<file path="config.mk">
export PLATFORM = sky130hd
export DESIGN_NAME = vpg_core
export DESIGN_NICKNAME = d
export VERILOG_FILES = /design/src/vpg_pkg.sv /design/src/vpg_core.sv
export SDC_FILE = /design/constraint.sdc
export NUM_CORES = 1
export LEC_CHECK = 0
export ABC_AREA = 1
export BUFFER_PORTS_ARGS = -buffer_cell sky130_fd_sc_hd__buf_2
export CAP_MARGIN = 20
export CORE_UTILIZATION = 30
export CTS_CLUSTER_SIZE = 8
export DETAILED_ROUTE_END_ITERATION = 10
export HOLD_SLACK_MARGIN = 0.1
export PLACE_DENSITY = 0.54
export SKIP_CTS_REPAIR_TIMING = 1
export SLEW_MARGIN = 20
export SYNTH_ARGS = -nofsm -noshare
export SYNTH_HDL_FRONTEND = slang
export SYNTH_SLANG_ARGS = --single-unit
</file>
<file path="constraint.sdc">
create_clock -name clk -period 4.88 [get_ports clk]
set_input_delay 0.244 -clock clk [delete_from_list [all_inputs] [get_ports clk]]
set_output_delay 0.244 -clock clk [all_outputs]
set_load 0.05 [all_outputs]
</file>
<file path="src/vpg_pkg.sv">
// Purpose: Shared constants for the video pattern generator configuration block
// Assumes: Registers sit on a 32-bit classic Wishbone bus, one word per register index
// Notes:   Byte address of a register is four times its index
package vpg_pkg;
    // ----------------------------------------------------------------
    // Register indices
    // ----------------------------------------------------------------
    localparam logic [7:0] IDX_CONTROL  = 8'h64;
    localparam logic [7:0] IDX_CONFIG   = 8'h65;
    localparam logic [7:0] IDX_IND_ADDR = 8'h66;
    localparam logic [7:0] IDX_IND_DATA = 8'h67;
    localparam logic [7:0] IDX_DEBUG    = 8'h68;
    localparam logic [7:0] IDX_STATUS   = 8'h69;
    // ----------------------------------------------------------------
    // Field positions, write masks and reset values
    // ----------------------------------------------------------------
    localparam int CTL_EN      = 0;
    localparam int CTL_SEL_LSB = 4;
    localparam int CFG_SIX_BIT = 4;
    localparam int CFG_CLK_SRC = 3;
    localparam int CFG_TSEL    = 2;
    localparam int CFG_INV     = 1;
    localparam int CFG_ASCRL   = 0;
    localparam int DBG_BIST    = 3;
    localparam int STS_ERR     = 7;
    localparam int SYNC_HS_POL = 0;
    localparam int SYNC_VS_POL = 1;
    localparam logic [7:0] CTL_WMASK = 8'hF1;
    localparam logic [7:0] CFG_WMASK = 8'h1F;
    localparam logic [7:0] DBG_WMASK = 8'h08;
    localparam logic [7:0] CTL_RESET = 8'h10;
    localparam logic [7:0] CFG_RESET = 8'h00;
    localparam logic [7:0] DBG_RESET = 8'h00;
    localparam logic [7:0] IA_RESET  = 8'h00;
    // ----------------------------------------------------------------
    // Indirect map
    // ----------------------------------------------------------------
    localparam int         IND_DEPTH   = 16;
    localparam logic [7:0] IND_FRAMES  = 8'h00;
    localparam logic [7:0] IND_H_TOTAL = 8'h01;
    localparam logic [7:0] IND_V_TOTAL = 8'h02;
    localparam logic [7:0] IND_H_ACT   = 8'h03;
    localparam logic [7:0] IND_V_ACT   = 8'h04;
    localparam logic [7:0] IND_H_SYNC  = 8'h05;
    localparam logic [7:0] IND_V_SYNC  = 8'h06;
    localparam logic [7:0] IND_H_BACK  = 8'h07;
    localparam logic [7:0] IND_V_BACK  = 8'h08;
    localparam logic [7:0] IND_SYNC    = 8'h09;
    localparam logic [7:0] IND_ERRCNT  = 8'h0A;
    // Default timing: small frame so a simulation sees whole frames quickly
    function automatic logic [7:0] ind_reset(input logic [7:0] idx);
        case (idx)
            IND_FRAMES:  ind_reset = 8'h02;
            IND_H_TOTAL: ind_reset = 8'h1F;
            IND_V_TOTAL: ind_reset = 8'h0F;
            IND_H_ACT:   ind_reset = 8'h18;
            IND_V_ACT:   ind_reset = 8'h0A;
            IND_H_SYNC:  ind_reset = 8'h02;
            IND_V_SYNC:  ind_reset = 8'h01;
            IND_H_BACK:  ind_reset = 8'h02;
            IND_V_BACK:  ind_reset = 8'h01;
            default:     ind_reset = 8'h00;
        endcase
    endfunction
    // ----------------------------------------------------------------
    // Patterns and pixel clock
    // ----------------------------------------------------------------
    localparam logic [3:0] PAT_WHITE = 4'h1;
    localparam logic [3:0] PAT_BLACK = 4'h2;
    localparam logic [3:0] PAT_RED   = 4'h3;
    localparam logic [3:0] PAT_GREEN = 4'h4;
    localparam logic [3:0] PAT_BLUE  = 4'h5;
    localparam logic [3:0] PAT_H_W   = 4'h6;
    localparam logic [3:0] PAT_H_R   = 4'h7;
    localparam logic [3:0] PAT_H_G   = 4'h8;
    localparam logic [3:0] PAT_H_B   = 4'h9;
    localparam logic [3:0] PAT_V_W   = 4'hA;
    localparam logic [3:0] PAT_V_R   = 4'hB;
    localparam logic [3:0] PAT_V_G   = 4'hC;
    localparam logic [3:0] PAT_V_B   = 4'hD;
    localparam logic [7:0] SIX_MASK  = 8'hFC;
    localparam logic [7:0] FULL_MASK = 8'hFF;
    localparam logic [1:0] DIV_LAST  = 2'h1;
endpackage

</file>
<file path="src/vpg_core.sv">
// Purpose: Configuration, indirect access and self-test for a video test-pattern generator
// Assumes: Classic Wishbone slave, 32-bit data, byte address = 4 x register index
// Notes:   Video pins are asynchronous and pass two flip-flops before use
//
// Contract
// RULE_01: Six-bit select set: 64 levels, only six upper colour bits driven.
// RULE_02: Six-bit select clear: full 24-bit colour, 256 levels.
// RULE_03: Internal timing with clock source 1 uses the external pixel clock.
// RULE_04: Internal timing with clock source 0 uses the internal divided clock.
// RULE_05: Clock source bit is ignored while external timing is used.
// RULE_06: Timing select 1: timing built from programmed totals, active, sync, porch.
// RULE_07: Timing select 0: timing taken from incoming clock, enable and syncs.
// RULE_08: Invert bit set inverts colour output; clear passes it unchanged.
// RULE_09: Auto-scroll advances to next pattern after programmed frame count.
// RULE_10: Without auto-scroll the current pattern holds indefinitely.
// RULE_11: An 8-bit indirect address selects the indirect register accessed.
// RULE_12: Host loads the indirect address before each indirect data access.
// RULE_13: Writing indirect data stores into the addressed indirect register.
// RULE_14: Reading indirect data returns the addressed indirect register.
// RULE_15: Self-test enable compares received video against the local pattern.
// RULE_16: Upstream transmitter must send the same pattern during self-test.
// RULE_17: Error flag reads set while self-test error count is non-zero.
// RULE_18: Patterns come out only while the generator enable bit is set.
// RULE_19: Fixed pattern select is ignored while auto-scroll is on.
// RULE_20: Reserved bits read zero and ignore writes.
//
// Our own choice: register access over Wishbone.
`timescale 1ns/1ps
module vpg_core (
    input  wire logic        clk,
    input  wire logic        rst_n,
    input  wire logic        wb_cyc_i,
    input  wire logic        wb_stb_i,
    input  wire logic        wb_we_i,
    input  wire logic [9:0]  wb_adr_i,
    input  wire logic [3:0]  wb_sel_i,
    input  wire logic [31:0] wb_dat_i,
    output logic      [31:0] wb_dat_o,
    output logic             wb_ack_o,
    input  wire logic        pix_clk_in,
    input  wire logic        pix_de_in,
    input  wire logic        pix_hs_in,
    input  wire logic        pix_vs_in,
    input  wire logic [23:0] pix_rgb_in,
    output logic      [23:0] rgb_out,
    output logic             de_out,
    output logic             hs_out,
    output logic             vs_out
);
    // ----------------------------------------------------------------
    // Registers
    // ----------------------------------------------------------------
    logic [7:0]  ctl_reg, cfg_reg, ia_reg, dbg_reg;
    logic [7:0]  ind_mem [vpg_pkg::IND_DEPTH];
    logic [7:0]  errcnt_reg;
    logic        ack_reg;
    logic [31:0] rdat_reg;
    logic [7:0]  rd_next;
    logic        bus_req, bus_wr;
    logic [7:0]  bus_idx;
    logic        gen_en, six_bit, clk_src, tsel, inv, ascrl, bist;
    logic [3:0]  fixed_sel;

    assign bus_req   = wb_cyc_i && wb_stb_i && !ack_reg;
    assign bus_wr    = bus_req && wb_we_i && wb_sel_i[0];
    assign bus_idx   = wb_adr_i[9:2];
    assign gen_en    = ctl_reg[vpg_pkg::CTL_EN];
    assign fixed_sel = ctl_reg[vpg_pkg::CTL_SEL_LSB +: 4];
    assign six_bit   = cfg_reg[vpg_pkg::CFG_SIX_BIT];
    assign clk_src   = cfg_reg[vpg_pkg::CFG_CLK_SRC];
    assign tsel      = cfg_reg[vpg_pkg::CFG_TSEL];
    assign inv       = cfg_reg[vpg_pkg::CFG_INV];
    assign ascrl     = cfg_reg[vpg_pkg::CFG_ASCRL];
    assign bist      = dbg_reg[vpg_pkg::DBG_BIST];

    // Indirect lookup, used only by the bus read path; the timing logic reads ind_mem directly
    function automatic logic [7:0] ind_val(input logic [7:0] idx);
        if (idx == vpg_pkg::IND_ERRCNT) begin
            ind_val = errcnt_reg;
        end else if (idx < 8'(vpg_pkg::IND_DEPTH)) begin
            ind_val = ind_mem[idx[3:0]];
        end else begin
            ind_val = 8'h00;
        end
    endfunction

    // Read mux; registers are read as stored, so reserved bits read zero, and unmapped indices read zero
    always_comb begin
        case (bus_idx)
            vpg_pkg::IDX_CONTROL:  rd_next = ctl_reg;
            vpg_pkg::IDX_CONFIG:   rd_next = cfg_reg;                    // [RULE_20]
            vpg_pkg::IDX_IND_ADDR: rd_next = ia_reg;
            vpg_pkg::IDX_IND_DATA: rd_next = ind_val(ia_reg);            // [RULE_14]
            vpg_pkg::IDX_DEBUG:    rd_next = dbg_reg;
            vpg_pkg::IDX_STATUS:   rd_next = {(bist && errcnt_reg != 8'h00), 7'h00}; // [RULE_17]
            default:               rd_next = 8'h00;
        endcase
    end

    // Bus answer: one-cycle ack the edge after the request is seen
    always_ff @(posedge clk or negedge rst_n) begin
        if (!rst_n) begin
            ack_reg  <= 1'b0;
            rdat_reg <= 32'h0000_0000;
        end else begin
            ack_reg  <= bus_req;
            rdat_reg <= bus_req ? {24'h00_0000, rd_next} : 32'h0000_0000;
        end
    end
    assign wb_ack_o = ack_reg;
    assign wb_dat_o = rdat_reg;

    // Direct registers; write masks keep reserved bits at zero
    always_ff @(posedge clk or negedge rst_n) begin
        if (!rst_n) begin
            ctl_reg <= vpg_pkg::CTL_RESET;
            cfg_reg <= vpg_pkg::CFG_RESET;
            ia_reg  <= vpg_pkg::IA_RESET;
            dbg_reg <= vpg_pkg::DBG_RESET;
        end else if (bus_wr) begin
            case (bus_idx)
                vpg_pkg::IDX_CONTROL:  ctl_reg <= wb_dat_i[7:0] & vpg_pkg::CTL_WMASK;
                vpg_pkg::IDX_CONFIG:   cfg_reg <= wb_dat_i[7:0] & vpg_pkg::CFG_WMASK; // [RULE_20]
                vpg_pkg::IDX_IND_ADDR: ia_reg  <= wb_dat_i[7:0];                      // [RULE_11]
                vpg_pkg::IDX_DEBUG:    dbg_reg <= wb_dat_i[7:0] & vpg_pkg::DBG_WMASK; // [RULE_20]
                default:               ;
            endcase
        end
    end

    // Indirect array; the error count entry is read-only
    always_ff @(posedge clk or negedge rst_n) begin
        if (!rst_n) begin
            for (int i = 0; i < vpg_pkg::IND_DEPTH; i++) begin
                ind_mem[i] <= vpg_pkg::ind_reset(8'(i));
            end
        end else if (bus_wr && bus_idx == vpg_pkg::IDX_IND_DATA && ia_reg < 8'(vpg_pkg::IND_DEPTH)
                     && ia_reg != vpg_pkg::IND_ERRCNT) begin
            ind_mem[ia_reg[3:0]] <= wb_dat_i[7:0];                      // [RULE_13]
        end
    end

    // ----------------------------------------------------------------
    // Pin synchronisers
    // ----------------------------------------------------------------
    logic [27:0] pin_s1, pin_s2;
    logic        pclk_d;
    always_ff @(posedge clk or negedge rst_n) begin
        if (!rst_n) begin
            pin_s1 <= 28'h000_0000;
            pin_s2 <= 28'h000_0000;
            pclk_d <= 1'b0;
        end else begin
            pin_s1 <= {pix_clk_in, pix_de_in, pix_hs_in, pix_vs_in, pix_rgb_in};
            pin_s2 <= pin_s1;
            pclk_d <= pin_s2[27];
        end
    end
    logic        ext_de, ext_vs, pclk_edge;
    logic [23:0] ext_rgb;
    assign ext_de    = pin_s2[26];
    assign ext_vs    = pin_s2[24];
    assign ext_rgb   = pin_s2[23:0];
    assign pclk_edge = pin_s2[27] && !pclk_d;

    // ----------------------------------------------------------------
    // Pixel tick
    // ----------------------------------------------------------------
    // Internal divider runs always, so switching sources needs no restart
    logic [1:0] div_reg;
    logic       tick;
    always_ff @(posedge clk or negedge rst_n) begin
        if (!rst_n) begin
            div_reg <= 2'h0;
        end else begin
            div_reg <= (div_reg == vpg_pkg::DIV_LAST) ? 2'h0 : div_reg + 2'h1;
        end
    end
    // External timing always follows the incoming pixel clock
    assign tick = (!tsel || clk_src) ? pclk_edge                        // [RULE_03] [RULE_05]
                                     : (div_reg == vpg_pkg::DIV_LAST);  // [RULE_04]

    // ----------------------------------------------------------------
    // Timing
    // ----------------------------------------------------------------
    logic [7:0] hcnt_reg, vcnt_reg;
    logic       ext_de_d, ext_vs_d, frame_end;
    logic       h_wrap, v_wrap;
    logic [8:0] hs_start, vs_start;
    logic       gen_de, gen_hs, gen_vs;
    assign h_wrap    = hcnt_reg == ind_mem[vpg_pkg::IND_H_TOTAL[3:0]];
    assign v_wrap    = vcnt_reg == ind_mem[vpg_pkg::IND_V_TOTAL[3:0]];
    assign frame_end = tick && (tsel ? (h_wrap && v_wrap) : (ext_vs && !ext_vs_d));
    // Sync pulse ends where the back porch begins
    assign hs_start  = 9'(ind_mem[vpg_pkg::IND_H_TOTAL[3:0]]) + 9'h001
                     - 9'(ind_mem[vpg_pkg::IND_H_BACK[3:0]]) - 9'(ind_mem[vpg_pkg::IND_H_SYNC[3:0]]);
    assign vs_start  = 9'(ind_mem[vpg_pkg::IND_V_TOTAL[3:0]]) + 9'h001
                     - 9'(ind_mem[vpg_pkg::IND_V_BACK[3:0]]) - 9'(ind_mem[vpg_pkg::IND_V_SYNC[3:0]]);

    // Internal mode builds its own raster; external mode tracks position in the incoming one
    always_ff @(posedge clk or negedge rst_n) begin
        if (!rst_n) begin
            hcnt_reg <= 8'h00;
            vcnt_reg <= 8'h00;
            ext_de_d <= 1'b0;
            ext_vs_d <= 1'b0;
        end else if (tick) begin
            ext_de_d <= ext_de;
            ext_vs_d <= ext_vs;
            if (tsel) begin                                             // [RULE_06]
                hcnt_reg <= h_wrap ? 8'h00 : hcnt_reg + 8'h01;
                if (h_wrap) begin
                    vcnt_reg <= v_wrap ? 8'h00 : vcnt_reg + 8'h01;
                end
            end else begin                                              // [RULE_07]
                hcnt_reg <= ext_de ? hcnt_reg + 8'h01 : 8'h00;
                if (ext_vs) begin
                    vcnt_reg <= 8'h00;
                end else if (ext_de_d && !ext_de) begin
                    vcnt_reg <= vcnt_reg + 8'h01;
                end
            end
        end
    end

    always_comb begin
        if (tsel) begin
            gen_de = hcnt_reg < ind_mem[vpg_pkg::IND_H_ACT[3:0]] && vcnt_reg < ind_mem[vpg_pkg::IND_V_ACT[3:0]];
            gen_hs = (9'(hcnt_reg) >= hs_start)
                  && (9'(hcnt_reg) < hs_start + 9'(ind_mem[vpg_pkg::IND_H_SYNC[3:0]]));
            gen_vs = (9'(vcnt_reg) >= vs_start)
                  && (9'(vcnt_reg) < vs_start + 9'(ind_mem[vpg_pkg::IND_V_SYNC[3:0]]));
            gen_hs = gen_hs ^ ind_mem[vpg_pkg::IND_SYNC[3:0]][vpg_pkg::SYNC_HS_POL];
            gen_vs = gen_vs ^ ind_mem[vpg_pkg::IND_SYNC[3:0]][vpg_pkg::SYNC_VS_POL];
        end else begin
            gen_de = ext_de;
            gen_hs = pin_s2[25];
            gen_vs = ext_vs;
        end
    end

    // ----------------------------------------------------------------
    // Pattern selection and auto-scroll
    // ----------------------------------------------------------------
    logic [3:0] scroll_pat_reg, active_pat;
    logic [7:0] frame_cnt_reg;
    assign active_pat = ascrl ? scroll_pat_reg : fixed_sel;             // [RULE_19]

    // A frame count of zero is treated as one so scrolling never stalls
    always_ff @(posedge clk or negedge rst_n) begin
        if (!rst_n) begin
            scroll_pat_reg <= vpg_pkg::PAT_WHITE;
            frame_cnt_reg  <= 8'h00;
        end else if (!ascrl || !gen_en) begin                           // [RULE_10]
            scroll_pat_reg <= vpg_pkg::PAT_WHITE;
            frame_cnt_reg  <= 8'h00;
        end else if (frame_end) begin
            if (frame_cnt_reg + 8'h01 >= ind_mem[vpg_pkg::IND_FRAMES[3:0]]) begin
                frame_cnt_reg  <= 8'h00;
                scroll_pat_reg <= (scroll_pat_reg >= vpg_pkg::PAT_V_B) ? vpg_pkg::PAT_WHITE
                                                                       : scroll_pat_reg + 4'h1; // [RULE_09]
            end else begin
                frame_cnt_reg <= frame_cnt_reg + 8'h01;
            end
        end
    end

    // Colour for one pixel; reserved and custom codes give black, or white when inversion is set
    function automatic logic [23:0] pat_colour(input logic [3:0] pat, input logic [7:0] hl,
                                               input logic [7:0] vl, input logic six, input logic invc);
        logic [7:0] lvl, msk;
        logic [23:0] c;
        lvl = (pat >= vpg_pkg::PAT_V_W) ? vl : hl;
        msk = six ? vpg_pkg::SIX_MASK : vpg_pkg::FULL_MASK;             // [RULE_01] [RULE_02]
        case (pat)
            vpg_pkg::PAT_WHITE:                   c = 24'hFFFFFF;
            vpg_pkg::PAT_RED:                     c = 24'hFF0000;
            vpg_pkg::PAT_GREEN:                   c = 24'h00FF00;
            vpg_pkg::PAT_BLUE:                    c = 24'h0000FF;
            vpg_pkg::PAT_H_W, vpg_pkg::PAT_V_W:   c = {lvl, lvl, lvl};
            vpg_pkg::PAT_H_R, vpg_pkg::PAT_V_R:   c = {lvl, 16'h0000};
            vpg_pkg::PAT_H_G, vpg_pkg::PAT_V_G:   c = {8'h00, lvl, 8'h00};
            vpg_pkg::PAT_H_B, vpg_pkg::PAT_V_B:   c = {16'h0000, lvl};
            default:                              c = 24'h000000;
        endcase
        if (invc) begin
            c = ~c;                                                     // [RULE_08]
        end
        pat_colour = c & {msk, msk, msk};                               // [RULE_01]
    endfunction

    logic [23:0] gen_rgb;
    assign gen_rgb = pat_colour(active_pat, hcnt_reg, vcnt_reg, six_bit, inv);

    // ----------------------------------------------------------------
    // Video outputs
    // ----------------------------------------------------------------
    // Outputs hold between ticks and are blanked when the generator is off
    always_ff @(posedge clk or negedge rst_n) begin
        if (!rst_n) begin
            rgb_out <= 24'h000000;
            de_out  <= 1'b0;
            hs_out  <= 1'b0;
            vs_out  <= 1'b0;
        end else if (!gen_en) begin                                     // [RULE_18]
            rgb_out <= 24'h000000;
            de_out  <= 1'b0;
            hs_out  <= 1'b0;
            vs_out  <= 1'b0;
        end else if (tick) begin
            rgb_out <= gen_de ? gen_rgb : 24'h000000;
            de_out  <= gen_de;
            hs_out  <= gen_hs;
            vs_out  <= gen_vs;
        end
    end

    // ----------------------------------------------------------------
    // Self-test
    // ----------------------------------------------------------------
    // Counter saturates so a long run of errors cannot wrap back to zero
    always_ff @(posedge clk or negedge rst_n) begin
        if (!rst_n) begin
            errcnt_reg <= 8'h00;
        end else if (!bist) begin
            errcnt_reg <= 8'h00;
        end else if (gen_en && tick && gen_de && ext_rgb != gen_rgb && errcnt_reg != 8'hFF) begin
            errcnt_reg <= errcnt_reg + 8'h01;                           // [RULE_15]
        end
    end

    // ----------------------------------------------------------------
    // Checks
    // ----------------------------------------------------------------
    six_bit_mask_a: assert property (@(posedge clk) disable iff (!rst_n) // [RULE_01]
        six_bit && gen_en && tick |=> rgb_out[1:0] == 2'h0 && rgb_out[9:8] == 2'h0)
        else $error("six-bit mode drove low colour bits");
    int_div_a: assert property (@(posedge clk) disable iff (!rst_n)      // [RULE_04]
        tsel && !clk_src && tick ##1 (tsel && !clk_src) |-> !tick)
        else $error("internal pixel tick faster than divider");
    ext_clk_a: assert property (@(posedge clk) disable iff (!rst_n)      // [RULE_03]
        (tsel && clk_src) |-> tick == ($past(pix_clk_in, 2) && !$past(pix_clk_in, 3)))
        else $error("external pixel clock not followed");
    ext_timing_a: assert property (@(posedge clk) disable iff (!rst_n)   // [RULE_07]
        !tsel && gen_en && tick |=> de_out == $past(ext_de))
        else $error("external data enable not followed");
    int_de_a: assert property (@(posedge clk) disable iff (!rst_n)       // [RULE_06]
        tsel && gen_en && tick && hcnt_reg >= ind_mem[vpg_pkg::IND_H_ACT[3:0]] |=> !de_out)
        else $error("active video outside programmed width");
    hold_pat_a: assert property (@(posedge clk) disable iff (!rst_n)     // [RULE_10]
        !ascrl && !$past(ascrl) && $stable(fixed_sel) |-> $stable(active_pat))
        else $error("pattern changed without auto-scroll");
    ind_write_a: assert property (@(posedge clk) disable iff (!rst_n)    // [RULE_13]
        bus_wr && bus_idx == vpg_pkg::IDX_IND_DATA && ia_reg < vpg_pkg::IND_ERRCNT
        |=> ind_mem[$past(ia_reg[3:0])] == $past(wb_dat_i[7:0]))
        else $error("indirect write lost");
    err_flag_a: assert property (@(posedge clk) disable iff (!rst_n)     // [RULE_17]
        bus_req && !wb_we_i && bus_idx == vpg_pkg::IDX_STATUS
        |=> wb_ack_o && wb_dat_o[vpg_pkg::STS_ERR] == ($past(bist) && $past(errcnt_reg) != 8'h00))
        else $error("self-test error flag wrong");
    off_blank_a: assert property (@(posedge clk) disable iff (!rst_n)    // [RULE_18]
        !gen_en |=> rgb_out == 24'h000000 && !de_out)
        else $error("video driven while disabled");
    cfg_rsvd_a: assert property (@(posedge clk) disable iff (!rst_n)     // [RULE_20]
        cfg_reg[7:5] == 3'h0 && dbg_reg[7:4] == 4'h0 && dbg_reg[2:0] == 3'h0)
        else $error("reserved bits set");
endmodule

</file>
==> metrics.md <==
| Metric | Value |
|---|---|
| Pwr/cell area | `about 300 mW/mm^2` |
| Syn Area/Cell | `8.34 um^2` |
| Max incr delay on CP | `0.54 ns` |
| Die area | `0.0541 mm^2` |
| Worst setup EP type | `flip-flop` |
| First-pass GRT wire length | `between 70000 and 80000 um` |
| Setup slack at placement | `0.195 ns` |
| I/O Buffers | `85` |
| Fill count | `roughly 5500` |
| Core box area | `0.0526 mm^2` |
| CP arrival | `5.00 ns` |
| RePlAce Congestion | `0.880` |
| First-pass DRT Iterations | `5` |
| CP cell instances | `inv_1 > fa_1 > inv_1 > ha_1 > inv_1 > fa_1 > nand3b_1 > and2_1 > o21ai_0 > a21o_1 > xnor2_1 > inv_1 > ha_1 > xnor2_1 > ha_1 > nand2_1 > nand2_1 > nand2_1 > nand3_1 > xnor2_1 > o21bai_1 > nand2_1` |
| Fin worst setup slack | `0.300 ns` |
| CTS buffer count | `40` |
| Flops & latches, synth | `275` |
| Highest clock rate | `218 MHz` |
| Total grt overflow | `0` |
| Final ANT Viol Nets | `0` |
| Internal power | `around 4 mW` |
| Mapped Cells | `1913` |
| Final setup fails | `0` |
| Worst Max-Slew Pin Slew | `1.04 ns` |
| Max Root-Sink Buffers | `3` |
| Startpoint Class | `flip-flop` |
| WL per Instance | `17.3 um` |
| Skew-Pair Late Insertion Delay | `0.54 ns` |
| Seq pwr share | `between 40% and 50%` |
| Fin crit share | `93.8%` |
| Slew margin rel. | `30.6%` |
| Final Net Count | `between 2000 and 2500` |
| Vias in the first global route | `12800` |
| Die X | `~230 um` |
| Root Buffer | `clkbuf_16` |
| Slowest-stage cell, CP | `dfstp_2` |
| Detailed placement HPWL | `~34000 um` |
| Max FFs per register | `approximately 120` |
| Via Count | `13600` |
| Combinational Power Share | `9.1%` |
| Switching power | `1.41 mW` |
| Core Rows | `84` |
| Via density | `4.99` |
| Netlist cell types | `56` |
| Switching share of total power | `around a quarter` |
| Status | `complete, no violations` |
| Final Critical Period | `4.58 ns` |
| Top FF cell, synth | `dfrtp_1` |
| CTS tree | `built` |
| Post-synth EDFFs | `0` |
| Ports | `approximately 140` |
| Peak supply drop | `0.228 mV` |
| Die height | `233 um` |
| Antenna Cells | `0` |
| Clk_skew | `roughly 0.023 ns` |
| CTS clk-pin slew, worst paths | `approximately 0.050 ns` |
| Async SR Flop Fraction | `100%` |
| Hold Crit Class | `in -> reg` |
| H-tree depth | `2` |
| Synth Cell Area | `approximately 0.016 mm^2` |
| Most common cell after layout, fill and taps aside | `nand2_1` |
| Sequential area share after synthesis | `43.3%` |
| Pins Over Slew Limit | `0` |
| Clk network pwr share | `46.9%` |
| Share of cells above drive strength 1 | `10.2%` |
| Fin. Hold Viols | `0` |
| Gr usage total | `17.3%` |
| Critical path class | `reg -> reg` |
| Clock Sinks | `275` |
| Max_cap viols | `0` |
| DRC viols | `0` |
| CP max FO | `3` |
| Post-layout util | `35.2%` |
| 1st-iter DRT viols | `1118` |
| Largest Register | `ind_mem` |
| Syn. warnings | `0` |
| Lkg Pwr | `8.87 nW` |
| Commonest cells after routing, fill and taps aside | `nand2_1 (484), dfrtp_1 (255), inv_1 (213)` |
| Regs by FF count | `ind_mem: 123 flops, pin_s1: 28 flops, pin_s2: 28 flops` |
| Largest net degree at the start of global routing | `roughly 110` |
| Initial antenna violation count | `0` |
| Area added between synthesis and finish | `15.8%` |
| Final wirelength | `between 40000 and 50000 um` |
| Initial Utilization | `30.4%` |
| Total power draw | `roughly 5.4 mW` |
| Required time of the critical path | `around 5.3 ns` |
==> Yosys cell counts, types with 12 or more instances <==
cell type,count,area [um^2]
buf_2,17,85.1
a22oi_1,45,338
ha_1,110,1380
nand3b_1,18,135
a21oi_1,84,420
nor3_1,12,60.1
dfrtp_1,255,6380
o21ai_0,206,1030
nand4_1,30,188
xor2_1,28,245
nand3_1,120,601
nor2_1,65,244
fa_1,18,360
nand2_1,485,1820
inv_1,213,800
dfstp_2,20,526
buf_4,26,195
xnor2_1,20,175
clkbuf_1,33,124
==> cell families after synthesis <==
| kind of cell | share of synthesized area [%] |
|---|---|
| flip-flops | 43.3 |
| other | 0.0235 |
| AND/OR/NAND/NOR | 21.2 |
| AO/OA/AOI/OAI | 13.9 |
| adder cells (fa/ha/maj) | 10.9 |
| XOR/XNOR | 2.78 |
| buffers and inverters | 7.93 |
==> final timing paths <==
kind / startpoint / endpoint / slack [ns] / cells after the start
worst max-delay path: ind_mem[114] / hs_out / 0.30 / 22
worst min-delay path: wb_adr_i[5] / dbg_reg[3] / 0.09 / 3
worst max register to register: ind_mem[114] / hs_out / 0.30 / 22
worst min register to register: pin_s1[2] / pin_s2[2] / 0.34 / 0
max in group asynchronous: rst_n / ind_mem[97] / 3.29 / 3
min in group asynchronous: rst_n / rgb_out[15] / 0.38 / 2
==> layer usage <==
layer	wire (um)	GRT usage, %	vias up
met5	0	0	-
met4	1040	4.84	0
met3	2530	2.05	74
met2	22500	28.5	429
met1	21200	23.8	6577
li1	-	-	6552
==> worst max-delay path, delay by kind of cell (launching register included) <==
| family | cells | cell delay, ns |
|---|---|---|
| buf+inv | 4 | 0.29 |
| compound gates | 3 | 0.57 |
| xor+xnor | 3 | 0.55 |
| fa+ha+maj | 5 | 1.81 |
| simple gates | 7 | 0.72 |
| flops | 1 | 0.54 |
==> layout make-up <==
| type | instances | area (um^2) | area share (%) |
|---|---|---|---|
| clock inverters | 4 | 50.0 | 0.271 |
| flip-flops and latches | 275 | 6910 | 37.4 |
| clock buffers | 61 | 1080 | 5.84 |
| inverters | 217 | 820 | 4.43 |
| repair buffers | 127 | 841 | 4.55 |
| multi-input cells | 1361 | 7930 | 42.9 |
| well taps | 688 | 861 | 4.66 |
==> power by group through the flow <==
stage                     logic (mW)  registers [mW]  clock network [mW]
after global placement         0.468            2.42                   0
final                          0.492            2.39                2.55
after floorplan                0.321            2.39                   0
after CTS                      0.477            2.39                2.60
after global routing           0.561            2.39                2.71
after detailed placement       0.475            2.42                   0
==> metrics by stage <==
step	std cells	hold slack (ns)	setup TNS [ns]	area (um^2)
4_1_cts	2701	-0.209	0	18100
2_1_floorplan	1936	-0.0516	0	16000
6_report	2733	0.0936	0	18500
3_3_place_gp	2636	0.336	0	17000
3_5_place_dp	2636	0.336	0	17000
5_1_grt	2733	0.117	-0.00467	18500
Note: power is estimated with default switching activity, not from simulation.
